## config.mk

```make
export PLATFORM = sky130hd
export DESIGN_NAME = adcphi_top
export DESIGN_NICKNAME = d
export VERILOG_FILES = /design/src/adcphi_pkg.sv /design/src/adcphi_top.sv
export VERILOG_INCLUDE_DIRS = /design/src
export SDC_FILE = /design/constraint.sdc
export NUM_CORES = 1
export LEC_CHECK = 0
export BUFFER_PORTS_ARGS = -buffer_cell sky130_fd_sc_hd__buf_4
export CAP_MARGIN = 20
export CORE_MARGIN = 10
export CORE_UTILIZATION = 45
export DETAILED_ROUTE_END_ITERATION = 7
export PLACE_DENSITY = 0.74
export REMOVE_ABC_BUFFERS = 1
export SETUP_SLACK_MARGIN = 0.3
export SLEW_MARGIN = 20
export SYNTH_ARGS = -nofsm -noshare
export SYNTH_HDL_FRONTEND = slang
export SYNTH_SLANG_ARGS = --single-unit
```

## constraint.sdc

```tcl
create_clock -name i_sys_clk -period 2.5 [get_ports i_sys_clk]
set_input_delay 0.5 -clock i_sys_clk [delete_from_list [all_inputs] [get_ports i_sys_clk]]
set_output_delay 0.5 -clock i_sys_clk [all_outputs]
set_load 0.05 [all_outputs]
```

## src/adcphi_cfg.svh

```systemverilog
`ifndef ADCPHI_CFG_SVH
`define ADCPHI_CFG_SVH
`define ADCPHI_BUS_W 16
`define ADCPHI_DIV_RST 4'h0
`define ADCPHI_DECIM_DFLT 8
// value is arbitrary, not tied to any part
`define ADCPHI_ID_WORD 16'ha55a
`define ADCPHI_ACC_RST 20'h0_0000
`define ADCPHI_RES_RST 16'h0000
`endif

```

## src/adcphi_pkg.sv

```systemverilog
package adcphi_pkg;
    typedef enum logic [1:0] {
        ADCPHI_ST_DOWN,
        ADCPHI_ST_RUN
    } adcphi_state_t;
endpackage

```

## src/adcphi_top.sv

```systemverilog
`timescale 1ns/1ps
`include "adcphi_cfg.svh"
// Operation
// RULE_01 - sixteen-bit three-state data bus steered by select and read/write
// RULE_02 - read/write low with chip select low is a read; device drives data
// RULE_03 - read/write high with chip select low is a write; device captures bus
// RULE_04 - one low ready pulse, half an internal clock period, per result; the code holds it low for one whole system clock
// RULE_05 - reset falling edge clears digital logic and powers the part down; the code clears the filter and result but keeps the write word o_wr_word
// RULE_06 - while reset stays low the device stays in reset
// RULE_07 - sync falling edge restarts the decimation filter
// RULE_08 - host supplies a clean master clock; output rate scales with it
// RULE_09 - modulator gives one word per internal clock to the filter
// RULE_10 - bus driven only during selected read, released otherwise
module adcphi_top
    import adcphi_pkg::*;
#(
    parameter int DECIM = `ADCPHI_DECIM_DFLT
) (
    input wire logic i_sys_clk,
    input wire logic i_rstn,
    input wire logic i_cs_n,
    input wire logic i_rd_wr,
    input wire logic i_reset_pin_n,
    input wire logic i_sync_n,
    input wire logic [15:0] i_mod_word,
    input wire logic [15:0] i_bus,
    output logic [15:0] o_bus,
    output logic [15:0] o_bus_oe_n,
    output logic o_result_ready_strobe_n,
    output logic o_powered_down,
    output logic [15:0] o_wr_word
);
    // three-stage synchronisers for pin inputs
    logic [2:0] cs_s_ff;
    logic [2:0] rw_s_ff;
    logic [2:0] rst_s_ff;
    logic [2:0] sy_s_ff;
    logic cs_q_ff;
    logic rw_q_ff;
    logic rst_q_ff;
    logic sy_q_ff;
    logic wr_prev_ff;
    // stages two and three agree: the level is safe to take
    function automatic logic stable_pair(input logic [2:0] s);
        return s[1] == s[2];
    endfunction
    always_ff @(posedge i_sys_clk or negedge i_rstn) begin
        if (!i_rstn) begin
            cs_s_ff <= 3'h7;
            rw_s_ff <= 3'h0;
            rst_s_ff <= 3'h0;
            sy_s_ff <= 3'h7;
        end else begin
            cs_s_ff <= {cs_s_ff[1:0], i_cs_n};
            rw_s_ff <= {rw_s_ff[1:0], i_rd_wr};
            rst_s_ff <= {rst_s_ff[1:0], i_reset_pin_n};
            sy_s_ff <= {sy_s_ff[1:0], i_sync_n};
        end
    end
    // a level counts once stages two and three agree
    wire cs_take = stable_pair(cs_s_ff);
    wire rw_take = stable_pair(rw_s_ff);
    wire rst_take = stable_pair(rst_s_ff);
    wire sy_take = stable_pair(sy_s_ff);
    always_ff @(posedge i_sys_clk or negedge i_rstn) begin
        if (!i_rstn) begin
            cs_q_ff <= 1'b1;
            rw_q_ff <= 1'b0;
            rst_q_ff <= 1'b0;
            sy_q_ff <= 1'b1;
        end else begin
            if (cs_take) cs_q_ff <= cs_s_ff[2];
            if (rw_take) rw_q_ff <= rw_s_ff[2];
            if (rst_take) rst_q_ff <= rst_s_ff[2];
            if (sy_take) sy_q_ff <= sy_s_ff[2];
        end
    end
    wire cs_n_q = cs_q_ff;
    wire rw_q = rw_q_ff;
    wire rst_q = rst_q_ff;
    // edge taken from the qualified level so a pin glitch never counts
    wire sync_fall = sy_q_ff && sy_take && !sy_s_ff[2]; // RULE_07
    wire rd_sel = !cs_n_q && !rw_q; // RULE_02
    wire wr_sel = !cs_n_q && rw_q; // RULE_03
    // one capture per access: the host data has settled by then
    wire wr_start = wr_sel && !wr_prev_ff; // RULE_03
    adcphi_state_t st_ff, nxt_st;
    // pin low keeps the part down; release restarts from a clean state
    always_comb begin
        nxt_st = st_ff;
        case (st_ff)
            ADCPHI_ST_DOWN: if (rst_q) nxt_st = ADCPHI_ST_RUN; // RULE_06
            ADCPHI_ST_RUN: if (!rst_q) nxt_st = ADCPHI_ST_DOWN; // RULE_05
            default: nxt_st = ADCPHI_ST_DOWN;
        endcase
    end
    wire running = (st_ff == ADCPHI_ST_RUN) && rst_q;
    localparam int CW = $clog2(DECIM);
    logic [CW-1:0] dec_cnt_ff;
    logic [19:0] acc_ff;
    logic [15:0] res_ff;
    logic [15:0] wr_ff;
    logic result_ready_strobe_n_ff;
    wire dec_last = (dec_cnt_ff == CW'(DECIM - 1));
    wire [19:0] acc_sum = acc_ff + {4'h0, i_mod_word};
    // a restart or a power-down throws away the partial sum
    wire dec_clear = !running || sync_fall; // RULE_05 RULE_07
    wire dec_dump = running && !sync_fall && dec_last; // RULE_09
    always_ff @(posedge i_sys_clk or negedge i_rstn) begin
        if (!i_rstn) begin
            st_ff <= ADCPHI_ST_DOWN;
            wr_prev_ff <= 1'b0;
        end else begin
            st_ff <= nxt_st;
            wr_prev_ff <= wr_sel;
        end
    end
    always_ff @(posedge i_sys_clk or negedge i_rstn) begin
        if (!i_rstn) begin
            dec_cnt_ff <= '0;
            acc_ff <= `ADCPHI_ACC_RST;
        end else if (dec_clear || dec_dump) begin
            dec_cnt_ff <= '0;
            acc_ff <= `ADCPHI_ACC_RST;
        end else begin
            dec_cnt_ff <= dec_cnt_ff + 1'b1;
            acc_ff <= acc_sum;
        end
    end
    // the result is a 16-bit view of the sum; low bits are dropped
    always_ff @(posedge i_sys_clk or negedge i_rstn) begin
        if (!i_rstn) begin
            res_ff <= `ADCPHI_RES_RST;
        end else if (!running) begin
            res_ff <= `ADCPHI_RES_RST; // RULE_05
        end else if (dec_dump) begin
            res_ff <= acc_sum[19:4]; // RULE_09
        end
    end
    // a whole system clock stands in for the half-period pulse
    always_ff @(posedge i_sys_clk or negedge i_rstn) begin
        if (!i_rstn) begin
            result_ready_strobe_n_ff <= 1'b1;
        end else begin
            result_ready_strobe_n_ff <= !dec_dump; // RULE_04
        end
    end
    always_ff @(posedge i_sys_clk or negedge i_rstn) begin
        if (!i_rstn) begin
            wr_ff <= `ADCPHI_RES_RST;
        end else if (running && wr_start) begin
            wr_ff <= i_bus; // RULE_03
        end
    end
    // drive only on a selected read so the host never contends
    wire bus_drive = rd_sel && running; // RULE_10
    assign o_bus_oe_n = bus_drive ? 16'h0000 : 16'hFFFF; // RULE_01
    assign o_bus = res_ff; // RULE_02
    assign o_result_ready_strobe_n = result_ready_strobe_n_ff; // RULE_04
    assign o_powered_down = !running; // RULE_05
    assign o_wr_word = wr_ff;
    chk_bus_release: assert property (@(posedge i_sys_clk) // RULE_10
        disable iff (!i_rstn) !bus_drive |-> o_bus_oe_n == 16'hFFFF)
        else $error("bus driven outside a read");
    chk_read_drive: assert property (@(posedge i_sys_clk) // RULE_02
        disable iff (!i_rstn) rd_sel && running |-> o_bus_oe_n == 16'h0000)
        else $error("read not driven");
    chk_strobe_one: assert property (@(posedge i_sys_clk) // RULE_04
        disable iff (!i_rstn) !o_result_ready_strobe_n |=> o_result_ready_strobe_n)
        else $error("strobe too long");
    chk_down_quiet: assert property (@(posedge i_sys_clk) // RULE_06
        disable iff (!i_rstn) !rst_q |=> o_result_ready_strobe_n && o_powered_down)
        else $error("active in reset");
    chk_down_clear: assert property (@(posedge i_sys_clk) // RULE_05
        disable iff (!i_rstn) $fell(rst_q) |=> res_ff == 16'h0000)
        else $error("result not cleared");
    chk_sync_rst: assert property (@(posedge i_sys_clk) // RULE_07
        disable iff (!i_rstn) sync_fall |=> dec_cnt_ff == '0 && acc_ff == '0)
        else $error("sync ignored");
    chk_rate: assert property (@(posedge i_sys_clk) // RULE_09
        disable iff (!i_rstn) running && !sync_fall && !dec_last
        |=> dec_cnt_ff == $past(dec_cnt_ff) + 1'b1) else $error("rate");
    chk_write_cap: assert property (@(posedge i_sys_clk) // RULE_03
        disable iff (!i_rstn) running && wr_start |=> o_wr_word == $past(i_bus))
        else $error("write not captured");
    chk_write_once: assert property (@(posedge i_sys_clk) // RULE_03
        disable iff (!i_rstn) wr_prev_ff && wr_sel |=> $stable(o_wr_word))
        else $error("write captured twice");
    chk_oe_whole: assert property (@(posedge i_sys_clk) // RULE_01
        disable iff (!i_rstn) o_bus_oe_n == 16'h0000 || o_bus_oe_n == 16'hFFFF)
        else $error("bus split");
    chk_down_state: assert property (@(posedge i_sys_clk) // RULE_06
        disable iff (!i_rstn) !rst_q |=> st_ff == ADCPHI_ST_DOWN)
        else $error("left reset state");
    chk_strobe_gap: assert property (@(posedge i_sys_clk) // RULE_04
        disable iff (!i_rstn) !o_result_ready_strobe_n
        |=> o_result_ready_strobe_n [*7]) else $error("strobes too close");
    chk_pd_bus: assert property (@(posedge i_sys_clk) // RULE_10
        disable iff (!i_rstn) o_powered_down |-> o_bus_oe_n == 16'hFFFF)
        else $error("bus driven while down");
    chk_pd_result: assert property (@(posedge i_sys_clk) // RULE_05
        disable iff (!i_rstn) o_powered_down && $past(o_powered_down)
        |-> o_bus == 16'h0000) else $error("result kept while down");
    chk_sync_once: assert property (@(posedge i_sys_clk) // RULE_07
        disable iff (!i_rstn) sync_fall |=> !sync_fall)
        else $error("sync edge repeated");
    chk_run_entry: assert property (@(posedge i_sys_clk) // RULE_06
        disable iff (!i_rstn) st_ff == ADCPHI_ST_DOWN && !rst_q |=> o_powered_down)
        else $error("ran with pin low");
    chk_cnt_range: assert property (@(posedge i_sys_clk) // RULE_09
        disable iff (!i_rstn) dec_cnt_ff <= CW'(DECIM - 1))
        else $error("count out of range");
    chk_wr_refused: assert property (@(posedge i_sys_clk) // RULE_06
        disable iff (!i_rstn) o_powered_down |=> $stable(o_wr_word))
        else $error("write taken while down");
    chk_strobe_run: assert property (@(posedge i_sys_clk) // RULE_04
        disable iff (!i_rstn) !o_result_ready_strobe_n |-> $past(running))
        else $error("strobe while down");
    // covers show the main scenarios were reached
    cov_pin_down: cover property (@(posedge i_sys_clk) $fell(rst_q) && running);
    cov_read: cover property (@(posedge i_sys_clk) rd_sel && running);
    cov_write: cover property (@(posedge i_sys_clk) wr_sel && running);
    cov_strobe: cover property (@(posedge i_sys_clk) !o_result_ready_strobe_n);
    cov_sync: cover property (@(posedge i_sys_clk) sync_fall && running);
endmodule

```

==> flow_metrics.py, run 1 <==
metrics = {
    "routing": {
        "drtIter0Drc": 222,
        "final_antenna_net_count": 0,
        "vias_per_cell": 5.449,
        "routed_wl_mm": 9.033,
        "vias": 2806,
        "drt-wirelength-per-cell_um": 17.54,
        "dr.pass1.iters": 5,
        "drc_errors": 0,
    },
    "layout": {
        "multi_input_area_sq_um": 1727,
        "final_common_cell": "buf_4",
        "final_cell_area_sq_um": 4707,
        "num-nets-final": 466,
        "fillers": 636,
        "seq_area_sq_um": 1863,
        "layout_common_cells": "101 x buf_4, 65 x dfrtp_1, 21 x nor2_1, 19 x nand3_1",
        "syn_to_final_growth_pct": 31.31,
        "diodes": 0,
        "final_util": 0.6091,
        "drive_above_1_share": 0.4286,
    },
    "floorplanning": {
        "die-area_sq_um": 11940,
        "die_w_um": 109.3,
        "rows": 32,
        "io_pins": 88,
        "core_area_sq_um": 7727,
        "fp.dieH_um": 109.3,
        "start_util": 0.4639,
    },
    "timing": {
        "finalWorstSetupSlack_ps": 259.1,
        "drv_slew": 0,
        "min_period_over_period": 0.8963,
        "rsz0062_at_grt": "yes",
        "setup_viol": 0,
        "finalCriticalPeriod_ps": 2241,
        "tightest_slew_ps": 462.4,
        "max_slew_margin": 0.6918,
        "skew_ps": 9.012,
        "fmax_mhz": 446.3,
        "final-hold-violation-count": 0,
    },
    "power": {
        "powerDensity_nw_per_um2": 961.9,
        "ir_worst_vdd_mv": 0.3722,
        "p_leak_nw": 2.168,
    },
    "placement": {
        "dpl_cell_area_sq_um": 4290,
        "post-dp-hpwl_mm": 6.276,
        "gp_congestion": 0.8396,
        "portBuffers": 87,
        "place_ws_ps": -98.59,
    },
    "cts": {
        "clk_pin_slew_worst_paths_ps": 80,
        "ctsHoldBuffers": 0,
        "clk-insertion-delay-late_ps": 350,
        "cts_root_buf": "clkbuf_8",
        "cts_max_path_buffers": 2,
        "cts_sinks": 74,
        "cts_tree": "done",
        "htree_levels": 3,
        "numCtsBuffers": 9,
    },
    "global_routing": {
        "antenna_found_initial": 0,
        "grt_use_total": 0.1423,
        "grt_pass1_wl_mm": 13.40,
        "grt_max_degree": 47,
        "overflow": 0,
        "grt_pass1_vias": 2720,
    },
    "logic_synthesis": {
        "synth-edff-count": 0,
        "synth_area_leaders": "dfrtp_1 45%, ha_1 6.6%, dfstp_2 6.6%",
        "synth-async-reset-ratio": 1.000,
        "yosysTopAreaCell": "dfrtp_1",
        "synth-seq-cells": 74,
        "syn_avg_cell_area_sq_um": 11.24,
        "ys.flop_type": "dfrtp_1",
        "synth_top_area_share": 0.4538,
        "syn-instance-count": 319,
        "syn-cell-area_sq_um": 3585,
        "ys_seq_area_frac": 0.5197,
        "ys_types": 54,
        "ys_warn_count": 0,
    },
    "worst_setup_path": {
        "r2r_setup_slack_ps": 260,
        "cp_max_fo": 4,
        "worst_setup_path_end_kind": "flop",
        "path_class": "flop to flop",
        "worstPathArrival_ps": 2470,
        "cp-start-kind": "flop",
        "worstPathRequired_ps": 2730,
    },
    "min_path": {
        "hp-class": "primary input to async pin",
    },
    "flow_run": {
        "max_cap_violations": 0,
    },
    "outcome": {
        "outcome": "complete, no violations",
    },
}
## layer usage
layer  vias up  wire length, um  GRT usage
li1       1310                -          -
met1      1386             3462     0.1686
met2        95             4858     0.2416
met3        15              543    0.03717
met4         0              168    0.05576
met5         -                0          0
## timing repair
item,in CTS,in global routing
endpoints found under the setup margin,26,38
resized for setup,7,31
pin swaps,7,13
gates cloned,0,1
buffers inserted,2,4
## power breakdown
part / internal [mW] / switching, mW / total [mW]
sequential: 1.43 / 0.121 / 1.55
clock: 0.388 / 0.451 / 0.839
combinational: 0.806 / 1.33 / 2.13
total: 2.63 / 1.90 / 4.53
## synthesized netlist by cell type (2+ instances only)
master and count:
mux2_2 16, a21o_1 5, o21a_1 4, inv_1 6, clkbuf_1 4, nor2_1 21, and2_1 5, dfrtp_1 65
dfstp_2 9, a221oi_1 2, a31oi_1 6, nand4_1 6, nor4_1 3, nand2_1 11, xnor2_1 8, buf_2 6
ha_1 19, a21oi_1 12, nand3_1 19, o21ai_0 21, and3_1 4, nor2b_1 3, buf_4 15, maj3_1 4
o21ai_1 2, xor2_1 8, or3_1 7, nor3_1 2
## stage by stage
| stage | setup TNS (ps) | hold WS, ps | power, mW | std cells |
|---|---|---|---|---|
| 2_1_floorplan | -68140 | 204.4 | 2.890 | 293 |
| 3_3_place_gp | -205.6 | 332.6 | 3.450 | 492 |
| 3_5_place_dp | -504.5 | 337.3 | 3.503 | 492 |
| 4_1_cts | 0 | 83.06 | 4.371 | 510 |
| 5_1_grt | 0 | 94.09 | 4.757 | 515 |
| 6_report | 0 | 73.75 | 4.528 | 515 |
## path summary, 6_finish.rpt
path | startpoint | end | cells past startpoint
hold / removal | i_rstn | o_wr_word[12] | 1
setup reg to reg | acc_ff[0] | o_bus[12] | 8
max in group asynchronous | i_rstn | sy_s_ff[2] | 2
setup / recovery | acc_ff[0] | o_bus[12] | 8
min in group i_sys_clk | i_reset_pin_n | rst_s_ff[0] | 1
hold reg to reg | rw_s_ff[0] | rw_s_ff[1] | 0
## cells by family (layout without fill, tap and decap cells)
group | count (synthesis) | after routing | share of synthesized area
adders and majority gates | 24 | 24 | 0.08307
buffers and inverters | 33 | 126 | 0.05270
DFF | 74 | 74 | 0.5197
xor gates and xnor gates | 16 | 16 | 0.03909
AOI/OAI and AO/OA | 66 | 66 | 0.1218
and+or+nand+nor | 89 | 90 | 0.1305
muxes | 17 | 17 | 0.05305
## critical path, cell delays in order (launching register included)
cell and delay (ps):
dfrtp_1 370, ha_2 190, fa_2 340, a21o_1 210, a221o_1 350, o21ai_4 180, o31a_1 250, xnor2_2 140
o21ai_1 90
## final cells by class
cell class,count,area share
sequential,74,0.3958
multi-input combinational,213,0.3668
timing repair buffer,103,0.1677
clock buffer,12,0.03083
tap,102,0.02711
clock inverter,4,0.006114
inverter,7,0.005582
## sequential cells by signal, summed over array words and instances (netlist names)
register / count
rw_s_ff: 3
cs_n_q: 1
cs_s_ff: 3
o_result_ready_strobe_n: 1
sy_q_ff: 1
o_wr_word: 16
wr_prev_ff: 1
rst_s_ff: 3
dec_cnt_ff: 3
st_ff: 1
rst_q: 1
acc_ff: 20
sy_s_ff: 3
rw_q: 1
o_bus: 16
Note: power is estimated with default switching activity, not from simulation.
==> run 2: changes to the inputs <==
CELL_PAD_IN_SITES_DETAIL_PLACEMENT = 0   (was not set)
CELL_PAD_IN_SITES_GLOBAL_PLACEMENT = 1   (was not set)
CORE_UTILIZATION = 37   (was 45)
PLACE_DENSITY = 0.8   (was 0.74)
clock period = 1.85 ns   (was 2.5 ns; I/O delays follow)
==> run 2 against run 1 <==
Net effect: the run now ends with negative setup slack left; sequential power up 36%; core utilization down 1.9 points; sequential cell count unchanged; highest routed layer unchanged; clock power up 55%; clock skew up 1.7 ps; non-clock buffer count up 53; global-route usage down 0.10 points.
==> flow_metrics.py, run 2 (synthesized netlist as in run 1, its figures left out) <==
metrics = {
    "floorplanning": {
        "die-area_sq_um": 14030,
        "start_util": 0.3843,
        "rows": 35,
        "io_pins": 88,
        "die_w_um": 118.4,
        "fp.dieH_um": 118.4,
        "core_area_sq_um": 9328,
    },
    "placement": {
        "place_ws_ps": -670.1,
        "dp.cells": 555,
        "post-dp-hpwl_mm": 6.707,
        "portBuffers": 87,
        "gp_congestion": 0.8532,
    },
    "flow_run": {
        "max_cap_violations": 0,
    },
    "min_path": {
        "hp-class": "primary input to flop",
    },
    "routing": {
        "drtIter0Drc": 216,
        "vias": 3043,
        "final_antenna_net_count": 0,
        "drc_errors": 0,
        "drt-wirelength-per-cell_um": 17.46,
        "vias_per_cell": 5.097,
        "dr.pass1.iters": 4,
        "routed_wl_mm": 10.43,
    },
    "layout": {
        "fin_cells": 597,
        "num-nets-final": 521,
        "layout_common_cells": "125 x buf_4, 65 x dfrtp_1, 22 x buf_6, 21 x nor2_1, 19 x nand3_1",
        "largest_reg_flops": 20,
        "syn_to_final_growth_pct": 53.44,
        "diodes": 0,
        "largest_register": "acc_ff",
        "final_common_cell": "buf_4",
        "fillers": 740,
        "final_util": 0.5897,
        "drive_above_1_share": 0.5299,
    },
    "global_routing": {
        "antenna_found_initial": 0,
        "grt_use_total": 0.1413,
        "overflow": 0,
        "grt_pass1_wl_mm": 16.37,
        "grt_pass1_vias": 3158,
        "grt_max_degree": 31,
    },
    "timing": {
        "max_slew_margin": 0.7281,
        "rsz0062_at_grt": "yes",
        "final-hold-violation-count": 0,
        "skew_ps": 10.69,
        "min_period_over_period": 1.247,
        "tightest_slew_ps": 403.6,
        "drv_slew": 0,
        "fmax_mhz": 433.5,
        "finalWorstSetupSlack_ps": -456.8,
        "whs_ps": 123.2,
        "finalCriticalPeriod_ps": 2307,
        "setup_viol": 43,
    },
    "worst_setup_path": {
        "path_class": "flop to flop",
        "cp-start-kind": "flop",
        "worstPathRequired_ps": 2080,
        "worstPathArrival_ps": 2540,
        "worst_setup_path_end_kind": "flop",
        "slowest_stage": "dfrtp_1",
        "path_cells": "ha_4 > fa_2 > a21o_1 > a221o_1 > o21ai_4 > o31a_1 > xnor2_2 > o21ai_1",
        "cp_max_fo": 4,
        "max_stage_delay_ps": 400,
    },
    "cts": {
        "cts_root_buf": "clkbuf_8",
        "clk_pin_slew_worst_paths_ps": 80,
        "htree_levels": 3,
        "cts_max_path_buffers": 2,
        "numCtsBuffers": 9,
        "clk-insertion-delay-late_ps": 350,
        "cts_sinks": 74,
        "cts_tree": "done",
    },
    "outcome": {
        "violations": "negative setup slack",
        "outcome": "complete, but fails checks",
    },
    "power": {
        "ir_worst_vdd_mv": 0.5151,
        "p_leak_nw": 2.593,
        "powerDensity_nw_per_um2": 1285,
    },
}
## run 2: per-layer routing
layer / vias to the layer above / share of wire / GRT usage
met4: 0 / 0.020 / 0.05267
met3: 15 / 0.049 / 0.03094
met2: 78 / 0.53 / 0.2469
met5: - / 0 / 0
li1: 1431 / - / -
met1: 1519 / 0.40 / 0.1657
## run 2: area by class of cell
| cell class | instances | area, sq um | share of cell area |
|---|---|---|---|
| well taps | 129 | 161.4 | 0.02934 |
| inverters | 7 | 28.78 | 0.005232 |
| multi-input cells | 215 | 1917 | 0.3485 |
| flip-flops and latches | 74 | 1863 | 0.3387 |
| clock inverters | 6 | 66.31 | 0.01206 |
| clock buffers | 10 | 137.6 | 0.02502 |
| repair buffers | 156 | 1326 | 0.2411 |
## run 2: worst paths after layout
kind / from / endpoint / slack, ps / cells past startpoint
min reg2reg: rst_s_ff[0] / rst_s_ff[1] / 350 / 0
max reg2reg: acc_ff[0] / o_bus[12] / -460 / 8
max in group asynchronous: i_rstn / sy_q_ff / 750 / 3
min in group asynchronous: i_rstn / o_wr_word[2] / 470 / 2
min: i_reset_pin_n / rst_s_ff[0] / 120 / 1
max: acc_ff[0] / o_bus[12] / -460 / 8
## run 2: stage by stage
stage	instance area, sq um	setup TNS [ps]	total power [mW]
floorplan	3422	-89830	3.905
global placement	4607	-11420	4.956
detailed placement	4607	-11890	5.008
CTS	5266	-8579	6.800
global route	5500	-12000	7.438
finish	5500	-8968	7.068
## run 2: critical path, delay by kind of cell (launching register included)
kind	cells	cell delay (ps)
XOR/XNOR	1	150
AO/OA/AOI/OAI	5	1110
adder cells (fa/ha/maj)	2	520
flip-flops	1	400
## run 2: timing repair
item                                    in CTS  in global routing
resized for setup                           89                 29
hold buffers                                 1                  0
endpoints found under the setup margin      68                 68
pin swaps                                   36                 25
endpoints found under the hold margin       25                  0
gates cloned                                 2                  2
buffers inserted                            12                  9
## run 2: power breakdown
part / switching (mW) / total, mW / internal, mW
Sequential: 0.170 / 2.11 / 1.94
Combinational: 2.04 / 3.66 / 1.62
Clock: 0.635 / 1.30 / 0.662
==> run 3: changes to the inputs <==
ABC_AREA = 1   (was not set)
CORE_UTILIZATION = 36   (was 37)
PLACE_DENSITY = 0.81   (was 0.8)
==> run 3 against run 2 <==
Net effect: the flow finishes with violations (negative hold slack, negative setup slack); clock skew up 1.5 ps; clock-buffer cell count unchanged; hold slack got worse by 130 ps; clock power rose by 15%; largest cell class unchanged; global-route usage up 0.64 points; maximum frequency is 22% higher; non-clock buffer count down 31; first-iteration DRC count shrank 51%; die area grew 4.9%; critical path type is now flop to primary output; wire length up 8.5%; setup slack gained 410 ps.
==> flow_metrics.py, run 3 <==
metrics = {
    "routing": {
        "drtIter0Drc": 106,
        "vias": 3203,
        "drc_errors": 0,
        "vias_per_cell": 4.817,
        "dr.pass1.iters": 4,
        "routed_wl_mm": 11.32,
        "drt-wirelength-per-cell_um": 17.02,
        "final_antenna_net_count": 0,
    },
    "layout": {
        "layout_common_cells": "95 x buf_4, 65 x dfrtp_1, 49 x nand2_1, 44 x nand2_2, 32 x nor2_1",
        "diodes": 0,
        "fin_cells": 665,
        "largest_reg_flops": 20,
        "final_util": 0.6162,
        "drive_above_1_share": 0.6071,
        "syn_to_final_growth_pct": 64.57,
        "num-nets-final": 585,
        "final_common_cell": "buf_4",
        "largest_register": "acc_ff",
        "final_cell_area_sq_um": 6078,
    },
    "cts": {
        "numCtsBuffers": 9,
        "cts_tree": "done",
        "ctsHoldBuffers": 0,
        "cts_max_path_buffers": 2,
        "clk-insertion-delay-late_ps": 370,
        "clk_pin_slew_worst_paths_ps": 90,
        "cts_root_buf": "clkbuf_8",
        "htree_levels": 3,
        "cts_sinks": 74,
    },
    "logic_synthesis": {
        "synth-seq-cells": 74,
        "ys.flop_type": "dfrtp_1",
        "syn-cell-area_sq_um": 3694,
        "ys_top_cells_by_count": "115 x nand2_1, 65 x dfrtp_1, 47 x nor2_1, 40 x inv_1, 19 x ha_1",
        "synth.most_common_cell": "nand2_1",
        "ys_types": 29,
        "syn_avg_cell_area_sq_um": 8.987,
        "syn-instance-count": 411,
        "synth-async-reset-ratio": 1.000,
        "synth_area_leaders": "dfrtp_1 44%, nand2_1 12%, ha_1 6.4%",
        "synth_top_area_share": 0.4404,
        "synth-edff-count": 0,
        "ys_warn_count": 0,
        "yosysTopAreaCell": "dfrtp_1",
        "ys_seq_area_frac": 0.5044,
    },
    "global_routing": {
        "antenna_found_initial": 0,
        "grt_pass1_wl_mm": 17.13,
        "grt_use_total": 0.1477,
        "grt_max_degree": 75,
        "grt_pass1_vias": 3471,
        "overflow": 0,
    },
    "worst_setup_path": {
        "path_class": "flop to primary output",
        "worstPathArrival_ps": 1520,
        "path_cells": "ha_2 > inv_2 > nor2_4 > nand2_4 > buf_12 > buf_6",
        "cp-start-kind": "flop",
        "worstPathRequired_ps": 1480,
        "max_stage_delay_ps": 400,
        "cp_max_fo": 8,
        "slowest_stage": "dfrtp_1",
        "worst_setup_path_end_kind": "primary output",
    },
    "timing": {
        "rsz0062_at_grt": "yes",
        "tightest_slew_ps": 404.8,
        "setup_viol": 16,
        "finalCriticalPeriod_ps": 1894,
        "final-hold-violation-count": 4,
        "whs_ps": -3.192,
        "skew_ps": 12.16,
        "fmax_mhz": 528.0,
        "min_period_over_period": 1.024,
        "drv_slew": 0,
        "max_slew_margin": 0.7302,
        "finalWorstSetupSlack_ps": -43.93,
        "setup_tns_ps": -463.9,
    },
    "power": {
        "p_leak_nw": 2.995,
        "powerDensity_nw_per_um2": 1280,
        "pwr-share-clk": 0.192,
        "power_frac_comb": 0.530,
        "internal_power_mw": 4.483,
        "total_power_mw": 7.780,
        "seq_power_share": 0.277,
        "p_sw_mw": 3.297,
        "ir_worst_vdd_mv": 1.052,
        "swShare": 0.4237,
    },
    "floorplanning": {
        "core_area_sq_um": 9864,
        "die_w_um": 121.3,
        "io_pins": 88,
        "start_util": 0.3744,
        "die-area_sq_um": 14710,
        "fp.dieH_um": 121.3,
        "rows": 36,
    },
    "outcome": {
        "violations": "negative hold slack, negative setup slack",
        "outcome": "complete, but fails checks",
    },
    "flow_run": {
        "max_cap_violations": 0,
    },
    "placement": {
        "portBuffers": 87,
        "dp.cells": 620,
        "dpl_cell_area_sq_um": 4452,
        "gp_congestion": 0.8478,
        "place_ws_ps": -120.7,
        "post-dp-hpwl_mm": 6.855,
    },
    "min_path": {
        "hp-class": "primary input to async pin",
    },
}
-- run 3: cell types whose count changed in the layout (fill, tap and decap cells not counted), moves of 13 or more --
cell     change
inv_1       +24
nand2_2     +43
mux2_2      +14
buf_6       -13
nand3_1     -16
buf_4       -30
nand2_1     +39
nand2_4     +23
mux2_4      -16
buf_12      +14
nand3_2     +14
-- run 3: path summary, 6_finish.rpt --
check                       startpoint             end  slack (ps)  depth (start not counted)
min                             i_rstn   o_wr_word[12]          -3                          2
max reg2reg                  acc_ff[0]        o_bus[6]         100                          7
min in group i_sys_clk          i_cs_n      cs_s_ff[0]         100                          1
max in group asynchronous       i_rstn          cs_n_q        1490                          2
max                           st_ff[0]  o_bus_oe_n[13]         -40                          6
min reg2reg                rst_s_ff[0]     rst_s_ff[1]         360                          0
-- run 3: repair_timing --
item	in CTS	in global routing
resized for setup	171	94
pin swaps	48	57
endpoints found under the setup margin	65	66
setup buffers	14	13
cloned	1	1
-- run 3: area by class of cell --
cell class / instances / area (sq um)
Sequential cell: 74 / 1863
Fill cell: 753 / 3786
Inverter: 40 / 161.4
Tap cell: 133 / 166.4
Timing Repair Buffer: 125 / 1232
Clock inverter: 6 / 95.09
Clock buffer: 10 / 137.6
Multi-Input combinational cell: 277 / 2422
-- run 3: kinds of logic (layout without fill, tap and decap cells) --
group,count (synthesis),after routing,synth area share
and+or+nand+nor,199,199,0.2263
DFF,74,74,0.5044
buffers and inverters,60,181,0.07893
AOI/OAI and AO/OA,29,29,0.03997
adders and majority gates,23,23,0.07791
muxes,16,16,0.04878
xor gates and xnor gates,10,10,0.02371
-- run 3: layer usage --
metal  wire, um  GRT usage
met5          0          0
met4        374    0.06110
met3       1274    0.08050
met2       5449     0.2453
met1       4220     0.1518
-- run 3: critical path, delay by kind of cell (launching register included) --
kind | cells | cell delay (ps)
fa+ha+maj | 1 | 200
buf+inv | 3 | 420
flops | 1 | 400
simple gates | 2 | 150
-- run 3: power by group through the flow --
stage / clock [mW] / combinational, mW / sequential, mW
after floorplan: 0 / 1.24 / 2.74
after global placement: 0 / 2.67 / 2.11
after detailed placement: 0 / 2.70 / 2.13
after CTS: 1.52 / 3.52 / 2.15
after global routing: 1.59 / 4.39 / 2.20
final: 1.49 / 4.13 / 2.16
